### src/rtl/split_pkg.sv
// Constants, register map and state codes for the port-split link recovery block.
// Assumes a single 10 MHz hub clock; timer values are kept in millisecond units, the tick derivation in nanoseconds.
`default_nettype none
package split_pkg;

	// Register addresses in the hub configuration space
	localparam logic [15:0] ADDR_PORT5_SEL  = 16'h416D;
	localparam logic [15:0] ADDR_PORT6_SEL  = 16'h416E;
	localparam logic [15:0] ADDR_TIMEOUT    = 16'h4171;
	localparam logic [15:0] ADDR_OFF_TIME   = 16'h4176;

	// Split pin select codes
	localparam logic [7:0]  P5_OPT_A        = 8'h42;
	localparam logic [7:0]  P5_OPT_B        = 8'h05;
	localparam logic [7:0]  P6_OPT_A        = 8'h06;
	localparam logic [7:0]  P6_OPT_B        = 8'h04;

	// Reset values
	localparam logic [7:0]  SEL_RESET       = 8'h00;
	localparam logic [2:0]  TIMEOUT_RESET   = 3'h5;
	localparam logic [7:0]  OFF_TIME_RESET  = 8'h05;
	localparam logic [7:0]  RDATA_RESET     = 8'h00;

	// Timeout field codes
	localparam logic [2:0]  TO_NONE         = 3'h0;
	localparam logic [2:0]  TO_100MS        = 3'h1;
	localparam logic [2:0]  TO_250MS        = 3'h2;
	localparam logic [2:0]  TO_750MS        = 3'h3;
	localparam logic [2:0]  TO_1S           = 3'h5;
	localparam logic [2:0]  TO_2S           = 3'h6;

	// Times in milliseconds
	localparam logic [11:0] MS_NONE         = 12'h000;
	localparam logic [11:0] MS_100          = 12'h064;
	localparam logic [11:0] MS_250          = 12'h0FA;
	localparam logic [11:0] MS_750          = 12'h2EE;
	localparam logic [11:0] MS_1000         = 12'h3E8;
	localparam logic [11:0] MS_2000         = 12'h7D0;
	localparam logic [11:0] OFF_BASE_MS     = 12'h15E;
	localparam logic [11:0] OFF_STEP_MS     = 12'h00A;
	localparam logic [11:0] MS_ONE          = 12'h001;

	// Stuck link state window
	localparam logic [3:0]  LINK_STUCK_LO   = 4'h4;
	localparam logic [3:0]  LINK_STUCK_HI   = 4'h9;

	// Millisecond tick derived from the clock period
	localparam int          CLOCK_PERIOD_NS = 100;
	localparam int          MS_NS           = 1000000;
	localparam int          MS_CYCLES       = MS_NS / CLOCK_PERIOD_NS;
	localparam logic [15:0] TICK_ONE        = 16'h0001;
	localparam logic [15:0] TICK_ZERO       = 16'h0000;

	typedef enum logic [1:0]
	{
		MON_WATCH     = 2'b01,
		MON_POWER_OFF = 2'b10
	} mon_state_e;

endpackage
`default_nettype wire

### src/rtl/port_split_link_recovery.sv
// Port split power control and link recovery for downstream ports 5 and 6.
// Assumes configuration writes arrive from the hub's SMBus or OTP loader, one clock domain.
// Behaviour
// RQ1 - Splitting exists only on ports 5 and 6
// RQ2 - Settings load from SMBus config stage or OTP
// RQ3 - Normal port power pin keeps USB 2.0 control
// RQ4 - Split pin powers SuperSpeed half, no overcurrent
// RQ5 - Port 5 select 0x42 option A, 0x05 B
// RQ6 - Port 6 select 0x06 option A, 0x04 B
// RQ7 - No valid link for timeout toggles split power
// RQ8 - Timer clears and restarts on every timeout
// RQ9 - Invalid means one code 0x4-0x9 throughout
// RQ10 - Timeout field at 0x4171, zero disables, default 1s
// RQ11 - Codes: 100/250/750ms, 101b 1s, 110b 2s
// RQ12 - Split power held low for programmed duration
// RQ13 - Duration is 350ms plus 10ms per step
// RQ14 - Duration only for link resets, cleared after
// RQ15 - After pulse, power high and monitoring restarts
`timescale 1ns/10ps
`default_nettype none
module port_split_link_recovery
#(
	parameter int unsigned TICK_CYCLES = split_pkg::MS_CYCLES
)
(
	// Clock, reset and clock enable
	input  wire logic        clock,
	input  wire logic        rst,
	input  wire logic        ce,
	// Configuration access
	input  wire logic        config_stage,
	input  wire logic        cfg_write,
	input  wire logic        otp_write,
	input  wire logic        cfg_read,
	input  wire logic [15:0] cfg_addr,
	input  wire logic [7:0]  cfg_wdata,
	output logic      [7:0]  cfg_rdata,
	// Normal port power for the USB 2.0 halves of ports 5 and 6
	input  wire logic [1:0]  port_power_request,
	output logic      [1:0]  port_power_control_pin,
	// Link state of ports 5 and 6
	input  wire logic [3:0]  link_state_status_p5,
	input  wire logic [3:0]  link_state_status_p6,
	// Split power pins, value and enable
	output logic             port5_option_a_pin,
	output logic             port5_option_a_pin_oe,
	output logic             port5_option_b_pin,
	output logic             port5_option_b_pin_oe,
	output logic             port6_option_a_pin,
	output logic             port6_option_a_pin_oe,
	output logic             port6_option_b_pin,
	output logic             port6_option_b_pin_oe
);
	import split_pkg::*;

	localparam logic [15:0] TICK_LAST = 16'(TICK_CYCLES - 1);

	typedef struct packed
	{
		logic [7:0]  sel5;
		logic [7:0]  sel6;
		logic [2:0]  timeout_code;
		logic [7:0]  off_time;
		logic [15:0] tick_count;
		logic        ms_tick;
		logic [7:0]  rdata;
		logic [1:0]  ppc;
		logic        p5a;
		logic        p5a_oe;
		logic        p5b;
		logic        p5b_oe;
		logic        p6a;
		logic        p6a_oe;
		logic        p6b;
		logic        p6b_oe;
	} top_s;

	top_s        r;
	top_s        next_r;
	logic        split5;
	logic        split6;
	logic        wr_ok;
	logic [11:0] timeout_ms;
	logic [11:0] off_ms;
	logic [1:0]  mon_power;

	// Timeout code to milliseconds; reserved codes behave as disabled
	function automatic logic [11:0] timeout_ms_of(input logic [2:0] code);
		logic [11:0] ms;
		case (code)
			TO_100MS: ms = MS_100;  // [RQ11]
			TO_250MS: ms = MS_250;
			TO_750MS: ms = MS_750;
			TO_1S:    ms = MS_1000; // [RQ11]
			TO_2S:    ms = MS_2000; // [RQ11]
			default:  ms = MS_NONE; // [RQ10]
		endcase
		return ms;
	endfunction

	// Decoded settings: timeout and duration shared by both monitors, split enables per port
	assign timeout_ms = timeout_ms_of(r.timeout_code); // [RQ10]
	assign off_ms     = 12'(OFF_BASE_MS + 12'(OFF_STEP_MS * {4'h0, r.off_time})); // [RQ13]
	assign split5     = (r.sel5 == P5_OPT_A) || (r.sel5 == P5_OPT_B); // [RQ5]
	assign split6     = (r.sel6 == P6_OPT_A) || (r.sel6 == P6_OPT_B); // [RQ6]
	// SMBus writes only count in the config stage; OTP loads always do
	assign wr_ok      = (cfg_write && config_stage) || otp_write; // [RQ2]

	// One watchdog per splittable port; no other port has one
	split_link_monitor u_mon5 // [RQ1]
	(
		.clock         (clock),
		.rst           (rst),
		.ce            (ce),
		.ms_tick       (r.ms_tick),
		.split_enabled (split5),
		.timeout_ms    (timeout_ms),
		.off_ms        (off_ms),
		.link_state    (link_state_status_p5),
		.power         (mon_power[0])
	);

	split_link_monitor u_mon6 // [RQ1]
	(
		.clock         (clock),
		.rst           (rst),
		.ce            (ce),
		.ms_tick       (r.ms_tick),
		.split_enabled (split6),
		.timeout_ms    (timeout_ms),
		.off_ms        (off_ms),
		.link_state    (link_state_status_p6),
		.power         (mon_power[1])
	);

	// Register file, millisecond tick and pin drive
	always_comb
	begin
		next_r = r;
		// Millisecond prescaler
		if (r.tick_count == TICK_LAST)
		begin
			next_r.tick_count = TICK_ZERO;
			next_r.ms_tick    = 1'b1;
		end
		else
		begin
			next_r.tick_count = 16'(r.tick_count + TICK_ONE);
			next_r.ms_tick    = 1'b0;
		end
		// Writes
		if (wr_ok)
		begin
			case (cfg_addr)
				ADDR_PORT5_SEL: next_r.sel5         = cfg_wdata; // [RQ5]
				ADDR_PORT6_SEL: next_r.sel6         = cfg_wdata; // [RQ6]
				ADDR_TIMEOUT:   next_r.timeout_code = cfg_wdata[2:0]; // [RQ10]
				ADDR_OFF_TIME:  next_r.off_time     = cfg_wdata; // [RQ12]
				default:        next_r.sel5         = r.sel5;
			endcase
		end
		// Reads; unused bits and unmapped addresses read zero
		if (cfg_read)
		begin
			case (cfg_addr)
				ADDR_PORT5_SEL: next_r.rdata = r.sel5;
				ADDR_PORT6_SEL: next_r.rdata = r.sel6;
				ADDR_TIMEOUT:   next_r.rdata = {5'h00, r.timeout_code};
				ADDR_OFF_TIME:  next_r.rdata = r.off_time;
				default:        next_r.rdata = RDATA_RESET;
			endcase
		end
		// USB 2.0 halves follow the normal request, untouched by splitting
		next_r.ppc    = port_power_request; // [RQ3]
		// Only the selected option pin is driven; no overcurrent sense is attached
		next_r.p5a_oe = (r.sel5 == P5_OPT_A); // [RQ4] [RQ5]
		next_r.p5b_oe = (r.sel5 == P5_OPT_B); // [RQ5]
		next_r.p6a_oe = (r.sel6 == P6_OPT_A); // [RQ6]
		next_r.p6b_oe = (r.sel6 == P6_OPT_B); // [RQ6]
		next_r.p5a    = next_r.p5a_oe & mon_power[0]; // [RQ4]
		next_r.p5b    = next_r.p5b_oe & mon_power[0];
		next_r.p6a    = next_r.p6a_oe & mon_power[1];
		next_r.p6b    = next_r.p6b_oe & mon_power[1];
	end

	// State register, frozen while ce is low
	always_ff @(posedge clock or posedge rst)
	begin
		if (rst)
		begin
			r.sel5         <= SEL_RESET;
			r.sel6         <= SEL_RESET;
			r.timeout_code <= TIMEOUT_RESET;
			r.off_time     <= OFF_TIME_RESET;
			r.tick_count   <= TICK_ZERO;
			r.ms_tick      <= 1'b0;
			r.rdata        <= RDATA_RESET;
			r.ppc          <= 2'b00;
			r.p5a          <= 1'b0;
			r.p5a_oe       <= 1'b0;
			r.p5b          <= 1'b0;
			r.p5b_oe       <= 1'b0;
			r.p6a          <= 1'b0;
			r.p6a_oe       <= 1'b0;
			r.p6b          <= 1'b0;
			r.p6b_oe       <= 1'b0;
		end
		else if (ce)
			r <= next_r;
	end

	// Outputs straight from the state register
	assign cfg_rdata              = r.rdata;
	assign port_power_control_pin = r.ppc;
	assign port5_option_a_pin     = r.p5a;
	assign port5_option_a_pin_oe  = r.p5a_oe;
	assign port5_option_b_pin     = r.p5b;
	assign port5_option_b_pin_oe  = r.p5b_oe;
	assign port6_option_a_pin     = r.p6a;
	assign port6_option_a_pin_oe  = r.p6a_oe;
	assign port6_option_b_pin     = r.p6b;
	assign port6_option_b_pin_oe  = r.p6b_oe;

	// USB 2.0 power follows its request one cycle later
	a_ppc_follows: assert property (@(posedge clock) disable iff (rst) // [RQ3]
		ce |=> port_power_control_pin == $past(port_power_request))
		else $error("port power pin did not follow its request");

	// SMBus writes outside the config stage leave the timeout unchanged
	a_write_blocked: assert property (@(posedge clock) disable iff (rst) // [RQ2]
		(cfg_write && !config_stage && !otp_write && cfg_addr == ADDR_TIMEOUT) |=> $stable(r.timeout_code))
		else $error("timeout changed by a write outside the config stage");

	// Option A of port 5 enables after the select code is present
	a_p5_option_a: assert property (@(posedge clock) disable iff (rst) // [RQ5]
		(ce && r.sel5 == P5_OPT_A) |=> port5_option_a_pin_oe && !port5_option_b_pin_oe)
		else $error("port 5 option A pin not enabled");

	// Option B of port 6 enables after the select code is present
	a_p6_option_b: assert property (@(posedge clock) disable iff (rst) // [RQ6]
		(ce && r.sel6 == P6_OPT_B) |=> port6_option_b_pin_oe && !port6_option_a_pin_oe)
		else $error("port 6 option B pin not enabled");

	// A disabled timeout never starts a power-off pulse on port 5
	a_timeout_off: assert property (@(posedge clock) disable iff (rst) // [RQ10]
		(r.timeout_code == TO_NONE && mon_power[0]) |=> mon_power[0])
		else $error("link reset started with the timeout disabled");

	// The 1 s code decodes to one thousand milliseconds
	a_one_second: assert property (@(posedge clock) disable iff (rst) // [RQ11]
		r.timeout_code == TO_1S |-> timeout_ms == MS_1000)
		else $error("one second timeout code decoded wrongly");

	// Driven split pin mirrors the monitor's power level
	a_pin_mirrors: assert property (@(posedge clock) disable iff (rst) // [RQ4]
		(ce && r.p5a_oe && r.sel5 == P5_OPT_A) |=> port5_option_a_pin == $past(mon_power[0]))
		else $error("split pin does not mirror monitor power");

	// Unmapped reads return zero
	a_unmapped_zero: assert property (@(posedge clock) disable iff (rst) // [RQ1]
		(ce && cfg_read && cfg_addr != ADDR_PORT5_SEL && cfg_addr != ADDR_PORT6_SEL
		&& cfg_addr != ADDR_TIMEOUT && cfg_addr != ADDR_OFF_TIME) |=> cfg_rdata == RDATA_RESET)
		else $error("unmapped read returned data");

endmodule
`default_nettype wire

### src/rtl/split_link_monitor.sv
// Per-port link watchdog: counts stuck link states and pulses split power low.
// Assumes ms_tick is a one-cycle pulse per millisecond in the same clock domain.
`timescale 1ns/10ps
`default_nettype none
module split_link_monitor
(
	// Clock, reset and clock enable
	input  wire logic        clock,
	input  wire logic        rst,
	input  wire logic        ce,
	// Timing and configuration
	input  wire logic        ms_tick,
	input  wire logic        split_enabled,
	input  wire logic [11:0] timeout_ms,
	input  wire logic [11:0] off_ms,
	// Link observation and power result
	input  wire logic [3:0]  link_state,
	output logic             power
);
	import split_pkg::*;

	typedef struct packed
	{
		mon_state_e  state;
		logic [11:0] count;
		logic [3:0]  last_state;
		logic        power;
	} mon_s;

	mon_s r;
	mon_s next_r;
	logic stuck;

	// A state counts as stuck only while it lies in the non-operational window
	assign stuck = (link_state >= LINK_STUCK_LO) && (link_state <= LINK_STUCK_HI); // [RQ9]
	assign power = r.power;

	// Next-state logic of the watchdog
	always_comb
	begin
		next_r            = r;
		next_r.last_state = link_state;
		case (r.state)
			MON_WATCH:
			begin
				next_r.power = 1'b1;
				// Any movement of the link restarts the wait: a live link switches often
				if (!split_enabled || timeout_ms == MS_NONE || !stuck || link_state != r.last_state) // [RQ9] [RQ10]
					next_r.count = MS_NONE;
				else if (ms_tick)
				begin
					if (12'(r.count + MS_ONE) >= timeout_ms) // [RQ7]
					begin
						next_r.state = MON_POWER_OFF;
						next_r.count = MS_NONE; // [RQ8]
						next_r.power = 1'b0;    // [RQ12]
					end
					else
						next_r.count = 12'(r.count + MS_ONE);
				end
			end
			MON_POWER_OFF:
			begin
				// Dropping the split setting abandons the pulse at once
				if (!split_enabled)
				begin
					next_r.state = MON_WATCH;
					next_r.count = MS_NONE;
					next_r.power = 1'b1;
				end
				else if (ms_tick)
				begin
					if (12'(r.count + MS_ONE) >= off_ms) // [RQ13]
					begin
						next_r.state = MON_WATCH; // [RQ15]
						next_r.count = MS_NONE;   // [RQ14]
						next_r.power = 1'b1;      // [RQ15]
					end
					else
						next_r.count = 12'(r.count + MS_ONE);
				end
			end
			default:
			begin
				next_r.state = MON_WATCH;
				next_r.count = MS_NONE;
				next_r.power = 1'b1;
			end
		endcase
	end

	// State register, frozen while ce is low
	always_ff @(posedge clock or posedge rst)
	begin
		if (rst)
		begin
			r.state      <= MON_WATCH;
			r.count      <= MS_NONE;
			r.last_state <= 4'h0;
			r.power      <= 1'b1;
		end
		else if (ce)
			r <= next_r;
	end

	// Power only falls after a full stuck timeout
	a_fall_after_timeout: assert property (@(posedge clock) disable iff (rst) // [RQ7]
		$fell(r.power) |-> ($past(timeout_ms) != MS_NONE) && (12'($past(r.count) + MS_ONE) >= $past(timeout_ms))
		&& r.count == MS_NONE && r.state == MON_POWER_OFF)
		else $error("split power fell before the link timeout");

	// Power low pulse not shorter than the programmed duration
	a_off_duration: assert property (@(posedge clock) disable iff (rst) // [RQ13]
		($rose(r.power) && $past(split_enabled)) |-> (12'($past(r.count) + MS_ONE) >= $past(off_ms)))
		else $error("split power low pulse ended early");

	// Restart of monitoring with a cleared timer
	a_restart_clean: assert property (@(posedge clock) disable iff (rst) // [RQ15]
		$rose(r.power) |-> (r.state == MON_WATCH && r.count == MS_NONE))
		else $error("monitoring resumed without a cleared timer");

	// Link state change clears the stuck count
	a_change_clears: assert property (@(posedge clock) disable iff (rst) // [RQ9]
		(ce && r.state == MON_WATCH && link_state != r.last_state) |=> r.count == MS_NONE)
		else $error("stuck count survived a link state change");

	// Power is low only while the pulse runs
	a_low_means_off: assert property (@(posedge clock) disable iff (rst) // [RQ12]
		!r.power |-> r.state == MON_POWER_OFF)
		else $error("split power low outside a reset pulse");

endmodule
`default_nettype wire

### config.mk
export PLATFORM = sky130hd
export DESIGN_NAME = port_split_link_recovery
export DESIGN_NICKNAME = d
export VERILOG_FILES = /design/src/rtl/split_pkg.sv /design/src/rtl/port_split_link_recovery.sv /design/src/rtl/split_link_monitor.sv
export SDC_FILE = /design/constraint.sdc
export NUM_CORES = 1
export LEC_CHECK = 0
export BUFFER_PORTS_ARGS = -buffer_cell sky130_fd_sc_hd__buf_2
export CAP_MARGIN = 20
export CORE_UTILIZATION = 61
export CTS_CLUSTER_SIZE = 14
export DETAILED_ROUTE_END_ITERATION = 12
export MAX_ROUTING_LAYER = met4
export PLACE_DENSITY_LB_ADDON = 0.2
export REMOVE_ABC_BUFFERS = 1
export SYNTH_ARGS = -nofsm -noshare
export SYNTH_HDL_FRONTEND = slang
export SYNTH_SLANG_ARGS = --single-unit
### constraint.sdc
create_clock -name clock -period 5.3 [get_ports clock]
set_clock_uncertainty 0.15 [all_clocks]
set_input_delay 0.53 -clock clock [delete_from_list [all_inputs] [get_ports clock]]
set_output_delay 0.53 -clock clock [all_outputs]
set_load 0.02 [all_outputs]
==> flow_metrics.py, run 1 <==
metrics = {
    "run_status": {
        "status": "complete, no violations",
    },
    "worst_hold_path": {
        "holdCritStartpoint": "port_power_request[1]",
        "worstHoldPathType": "input pin to flop",
    },
    "cts": {
        "cts.reportedPaths.clkPinSlew_ns": 0.10,
        "cts_resized": 0,
        "cts_tree": "yes",
        "ctsHoldBuffers": 1,
        "clock_latency_ns": 0.36,
        "cts_sinks": 100,
        "h-tree-depth": 3,
        "cts_buffers": 9,
        "ctsLongestPathBuffers": 2,
        "post_cts_buffers": 0,
        "root_buffer": "clkbuf_8",
    },
    "floorplan": {
        "start_util_pct": 63.8,
        "ios": 59,
        "fp.dieW_um": 107,
        "die_h_um": 107,
        "core_area_mm2": 0.0105,
        "num_rows": 37,
        "dieArea_mm2": 0.0114,
    },
    "synth": {
        "synth_ff_type": "dfrtp_1",
        "ys_seq_elements": 100,
        "synthArstFlopShare_pct": 100,
        "synth_cells": 678,
        "synth_area_mm2": 0.00668,
        "synth.distinct_cells": 79,
        "yosysSeqAreaShare_pct": 37.6,
        "synth_edf_count": 0,
        "syn_area_per_cell_um2": 9.85,
        "ys_warn_count": 0,
    },
    "placed_design": {
        "place_area_mm2": 0.00702,
        "gp_congestion": 0.858,
        "dp_cells": 850,
        "dp_hpwl_mm": 11.0,
        "numPortBuffers": 58,
    },
    "critical_path": {
        "worstPathMaxFanout": 11,
        "rr_startpoint": "r[36]",
        "worstSetupEndpointType": "flop",
        "startpoint_type": "flop",
        "crit_required_ns": 5.43,
        "startpoint": "r[36]",
        "arrival_ns": 4.66,
        "crit_type": "flop to flop",
    },
    "sta": {
        "tightest_slew_ns": 1.01,
        "fin_crit_sh_pct": 85.5,
        "min_period_ns": 4.53,
        "slew_headroom_pct": 32.3,
        "finalMaxSlewViolations": 0,
        "whs_ns": 0.257,
        "tns_ns": 0,
        "fmax_ghz": 0.221,
        "hold_viol_final": 0,
        "rsz0062_at_grt": "no",
        "setup_viol": 0,
    },
    "cells_and_area": {
        "drive_gt1_share_pct": 21.9,
        "instances_no_fill": 868,
        "syn_to_final_growth_pct": 8.13,
        "utilization_pct": 69.0,
        "final_nets": 829,
        "finalInstanceArea_mm2": 0.00722,
        "diodes": 0,
    },
    "global_routing": {
        "grt_pass1_wl_mm": 24.6,
        "gr-total-overflow": 0,
        "grt_pass1_vias": 5045,
        "grt_max_degree": 77,
        "antenna_found_initial": 0,
        "grt_util_all_layers_pct": 28.1,
    },
    "detailed_routing": {
        "num_vias": 5267,
        "wl_per_cell_um": 16.7,
        "drc_errors": 0,
        "dr.first_iter.drc_count": 350,
        "drtAntennaViolNets": 0,
        "wl_mm": 14.5,
        "drtPass1Iterations": 6,
        "avgViaCountPerCell": 6.07,
    },
    "power": {
        "vdd_drop_max_mv": 0.179,
        "leakage_nw": 3.37,
        "pwr_density_cell_mw_per_mm2": 217,
    },
    "run": {
        "max_cap_viol_count": 0,
    },
}
-- placed cells by master, fill, tap and decap left out, drive strengths merged, types with 6 or more instances in the layout --
master	synthesis	routed
a211oi	8	8
a21o	11	11
a21oi	30	30
a222oi	8	8
and3	10	10
buf	14	61
clkbuf	10	11
dfrtp	92	92
dfstp	8	8
ha	60	60
inv	32	33
mux2	37	37
nand2	73	73
nand2b	10	10
nand3	32	32
nand4	9	9
nor2	28	28
nor3	13	13
nor4	6	6
o21a	6	6
o21ai	50	50
o22ai	7	7
o31ai	7	7
xnor2	22	22
xor2	26	26
-- final cells by class --
class	instances	area [um^2]
Tap cell	136	170
Inverter	32	123
Fill cell	835	3240
Clock inverter	5	60.1
Timing Repair Buffer	62	320
Sequential cell	100	2510
Multi-Input combinational cell	522	3910
Clock buffer	11	131
-- critical path, cell delays in order (launching register included) --
cell,delay [ns]
dfrtp_1,0.44
ha_1,0.32
ha_1,0.25
fa_1,0.43
a21o_2,0.23
a211oi_1,0.45
o32ai_2,0.19
xnor2_1,0.20
ha_1,0.21
a2111oi_0,0.28
a21oi_1,0.13
maj3_2,0.31
or2_1,0.25
a21o_1,0.36
o31ai_1,0.26
-- logic make-up (layout without fill, tap and decap cells) --
kind of cell	Yosys count	in the layout	share of synthesized area, %
flip-flops	100	100	37.6
AO/OA/AOI/OAI	160	160	17.3
buffers and inverters	56	110	3.91
XOR/XNOR	48	48	6.29
adder cells (fa/ha/maj)	63	63	11.9
AND/OR/NAND/NOR	211	211	16.4
multiplexers	40	40	6.69
-- report_power, final --
part           internal (mW)  switching, mW
logic                 0.0880          0.122
clock network          0.221          0.272
registers              0.820         0.0462
total                   1.13          0.440
-- path summary, 6_finish.rpt --
kind                       depth (start not counted)                         to  slack, ns
min                                                2  port_power_control_pin[1]       0.26
max in group asynchronous                          4               u_mon6.r[10]       3.23
min in group asynchronous                          3  port_power_control_pin[1]       0.51
min reg2reg                                        2               cfg_rdata[3]       0.34
max reg2reg                                       14                u_mon6.r[6]       0.77
max                                               14                u_mon6.r[6]       0.77
-- registers in the layout, indices dropped and copies added (netlist names), 2 cells and up --
register                cells
u_mon6.r                   18
port_power_control_pin      2
cfg_rdata                   8
r                          44
u_mon5.r                   18
-- cells in the mapped netlist (8+ instances only) --
master | n | area, um^2
a21o_1 | 8 | 60.1
a21oi_1 | 21 | 105
a21oi_2 | 8 | 70.1
a222oi_1 | 8 | 80.1
and3_1 | 10 | 62.6
buf_4 | 10 | 75.1
clkbuf_1 | 9 | 33.8
dfrtp_1 | 92 | 2300
dfstp_2 | 8 | 210
ha_1 | 60 | 751
inv_1 | 32 | 120
mux2_2 | 37 | 417
nand2_1 | 73 | 274
nand2b_1 | 10 | 62.6
nand3_1 | 31 | 155
nand4_1 | 9 | 56.3
nor2_1 | 28 | 105
nor3_1 | 12 | 60.1
o21ai_0 | 42 | 210
xnor2_1 | 22 | 193
xor2_1 | 26 | 228
-- through the flow --
step	power (mW)	setup WS [ns]
after floorplan	1.02	1.10
after global placement	1.07	0.861
after detailed placement	1.09	0.747
after CTS	1.57	0.733
after global routing	1.65	0.408
final	1.57	0.769
-- per-layer routing --
layer	vias to the layer above	track usage, %	share of wire, %
met4	0	7.34	1.5
met5	-	-	0
met3	16	4.74	4.3
met2	123	44.1	47
li1	2584	-	-
met1	2544	38.2	47
(Power assumes the default switching activity.)
==> run 2, diff against run 1 <==
MAX_ROUTING_LAYER = not set   (was met4)
==> run 2 against run 1 <==
First-iteration DRC count down 10%. Flip-flop and latch count unchanged. Utilization down 0.20 points. Global-route usage grew 0.14 points. Critical path depth did not move. Non-clock buffer count down 1. Clock power decreased by 6.7%. Register-to-register slack lost 0.08 ns. Worst setup slack worse by 0.076 ns. Maximum frequency is 1.6% lower. Highest routed layer unchanged.
==> flow_metrics.py, run 2 (synthesis gave the netlist of run 1 again) <==
metrics = {
    "detailed_routing": {
        "drtPass1Iterations": 5,
        "wl_mm": 14.8,
        "dr.first_iter.drc_count": 315,
        "drc_errors": 0,
        "num_vias": 5326,
        "wl_per_cell_um": 17.1,
        "drtAntennaViolNets": 0,
        "avgViaCountPerCell": 6.14,
    },
    "critical_path": {
        "startpoint": "r[36]",
        "worstSetupEndpointType": "flop",
        "crit_required_ns": 5.43,
        "r2r_end": "u_mon6.r[6]",
        "r2r.worst_path.cells": 14,
        "reg2reg_slack_ns": 0.69,
        "path_cells": "ha_1, ha_1, fa_1, a21o_2, a211oi_1, nor2_1, xor2_1, ha_1, a2111oi_0, a21oi_1, maj3_2, or2_1, a21o_1, o31ai_1",
        "crit_type": "flop to flop",
        "startpoint_type": "flop",
        "arrival_ns": 4.74,
        "setup.worst_path.end": "u_mon6.r[6]",
        "worst_path_most_repeated_cell": "ha_1",
        "critPathMaxStageDelay_ns": 0.49,
        "rr_startpoint": "r[36]",
        "worstPathMaxFanout": 11,
        "slowest_stage": "a211oi_1",
    },
    "sta": {
        "tns_ns": 0,
        "whs_ns": 0.0978,
        "fmax_ghz": 0.217,
        "setup_viol": 0,
        "finalMaxSlewViolations": 0,
        "hold_viol_final": 0,
        "slew_headroom_pct": 31.5,
        "rsz0062_at_grt": "no",
        "fin_crit_sh_pct": 86.9,
        "min_period_ns": 4.61,
        "tightest_slew_ns": 1.02,
    },
    "cells_and_area": {
        "final_nets": 828,
        "drive_gt1_share_pct": 21.9,
        "final_cell_mix": "dfrtp_1, nand2_1, ha_1, buf_2, o21ai_0",
        "instances_no_fill": 867,
        "utilization_pct": 68.8,
        "diodes": 0,
        "reg_top3": "r (44), u_mon5.r (18), u_mon6.r (18)",
        "largest_register_ffs": 44,
        "largest_register": "r",
        "syn_to_final_growth_pct": 7.81,
        "final_common_cell": "dfrtp_1",
    },
    "power": {
        "clkPwrFrac_pct": 29.9,
        "p_int_mw": 1.11,
        "pwr_density_cell_mw_per_mm2": 214,
        "vdd_drop_max_mv": 0.164,
        "seqPwrFrac_pct": 56.3,
        "swShare_pct": 28.1,
        "p_sw_mw": 0.433,
        "leakage_nw": 3.36,
        "p_comb_share_pct": 13.8,
    },
    "global_routing": {
        "grt_pass1_wl_mm": 25.3,
        "antenna_found_initial": 0,
        "gr-total-overflow": 0,
        "grt_util_all_layers_pct": 28.3,
        "grt_pass1_vias": 5248,
        "grt_max_degree": 54,
    },
    "cts": {
        "cts_tree": "yes",
        "root_buffer": "clkbuf_8",
        "h-tree-depth": 3,
        "ctsLongestPathBuffers": 2,
        "clock_latency_ns": 0.37,
        "cts_buffers": 9,
        "cts_resized": 0,
        "cts.reportedPaths.clkPinSlew_ns": 0.10,
        "ctsHoldBuffers": 0,
        "cts_sinks": 100,
        "post_cts_buffers": 0,
    },
    "floorplan": {
        "num_rows": 37,
        "start_util_pct": 63.8,
        "fp.dieW_um": 107,
        "ios": 59,
        "die_h_um": 107,
        "core_area_mm2": 0.0105,
        "dieArea_mm2": 0.0114,
    },
    "run": {
        "max_cap_viol_count": 0,
    },
    "placed_design": {
        "dp_hpwl_mm": 11.4,
        "dp_cells": 850,
        "numPortBuffers": 58,
        "gp_congestion": 0.847,
    },
    "run_status": {
        "status": "complete, no violations",
    },
    "worst_hold_path": {
        "worstHoldPathType": "input pin to asynchronous set/reset pin",
    },
}
## run 2: per-stage QoR
step | area [um^2] | power (mW) | setup WS [ns]
2_1_floorplan | 6540 | 1.02 | 1.10
3_3_place_gp | 7020 | 1.07 | 0.871
3_5_place_dp | 7020 | 1.09 | 0.707
4_1_cts | 7200 | 1.55 | 0.700
5_1_grt | 7200 | 1.61 | 0.341
6_report | 7200 | 1.54 | 0.693
## run 2: area by class of cell
cell class | instances | area, um^2
Multi-Input combinational cell | 522 | 3910
Fill cell | 826 | 3260
Sequential cell | 100 | 2510
Timing Repair Buffer | 61 | 310
Tap cell | 136 | 170
Clock buffer | 13 | 159
Inverter | 32 | 123
Clock inverter | 3 | 21.3
## run 2: per-layer routing
metal / routed length (um) / vias to the layer above / GRT usage [%] / part of all wire (%)
li1: - / 2572 / - / -
met1: 6770 / 2617 / 37.9 / 46
met2: 7210 / 113 / 46.7 / 49
met3: 523 / 24 / 3.71 / 3.5
met4: 325 / 0 / 11.1 / 2.2
met5: 0 / - / 0 / 0
## run 2: how the worst min path moves through the flow
stage,start,end,slack (ns)
3_5_place_dp,r[34],r[34],0.32
5_1_grt,rst,port5_option_a_pin_oe,0.15
4_1_cts,rst,port5_option_a_pin_oe,0.11
6_report,rst,port_power_control_pin[0],0.1
2_1_floorplan,r[34],r[34],0.30
3_3_place_gp,cfg_rdata[2],cfg_rdata[2],0.32
## run 2: power groups by stage
stage / Combinational (mW) / Clock [mW] / Sequential [mW]
CTS: 0.214 / 0.467 / 0.865
global placement: 0.200 / 0 / 0.874
floorplan: 0.149 / 0 / 0.870
detailed placement: 0.211 / 0 / 0.879
finish: 0.213 / 0.460 / 0.866
global route: 0.241 / 0.497 / 0.873
## run 2: worst max-delay path: cells and delay by family, from the launching register on
family                   cells  cell delay [ns]
XOR/XNOR                     1             0.20
flip-flops                   1             0.43
AO/OA/AOI/OAI                6             1.83
adder cells (fa/ha/maj)      5             1.54
AND/OR/NAND/NOR              2             0.37
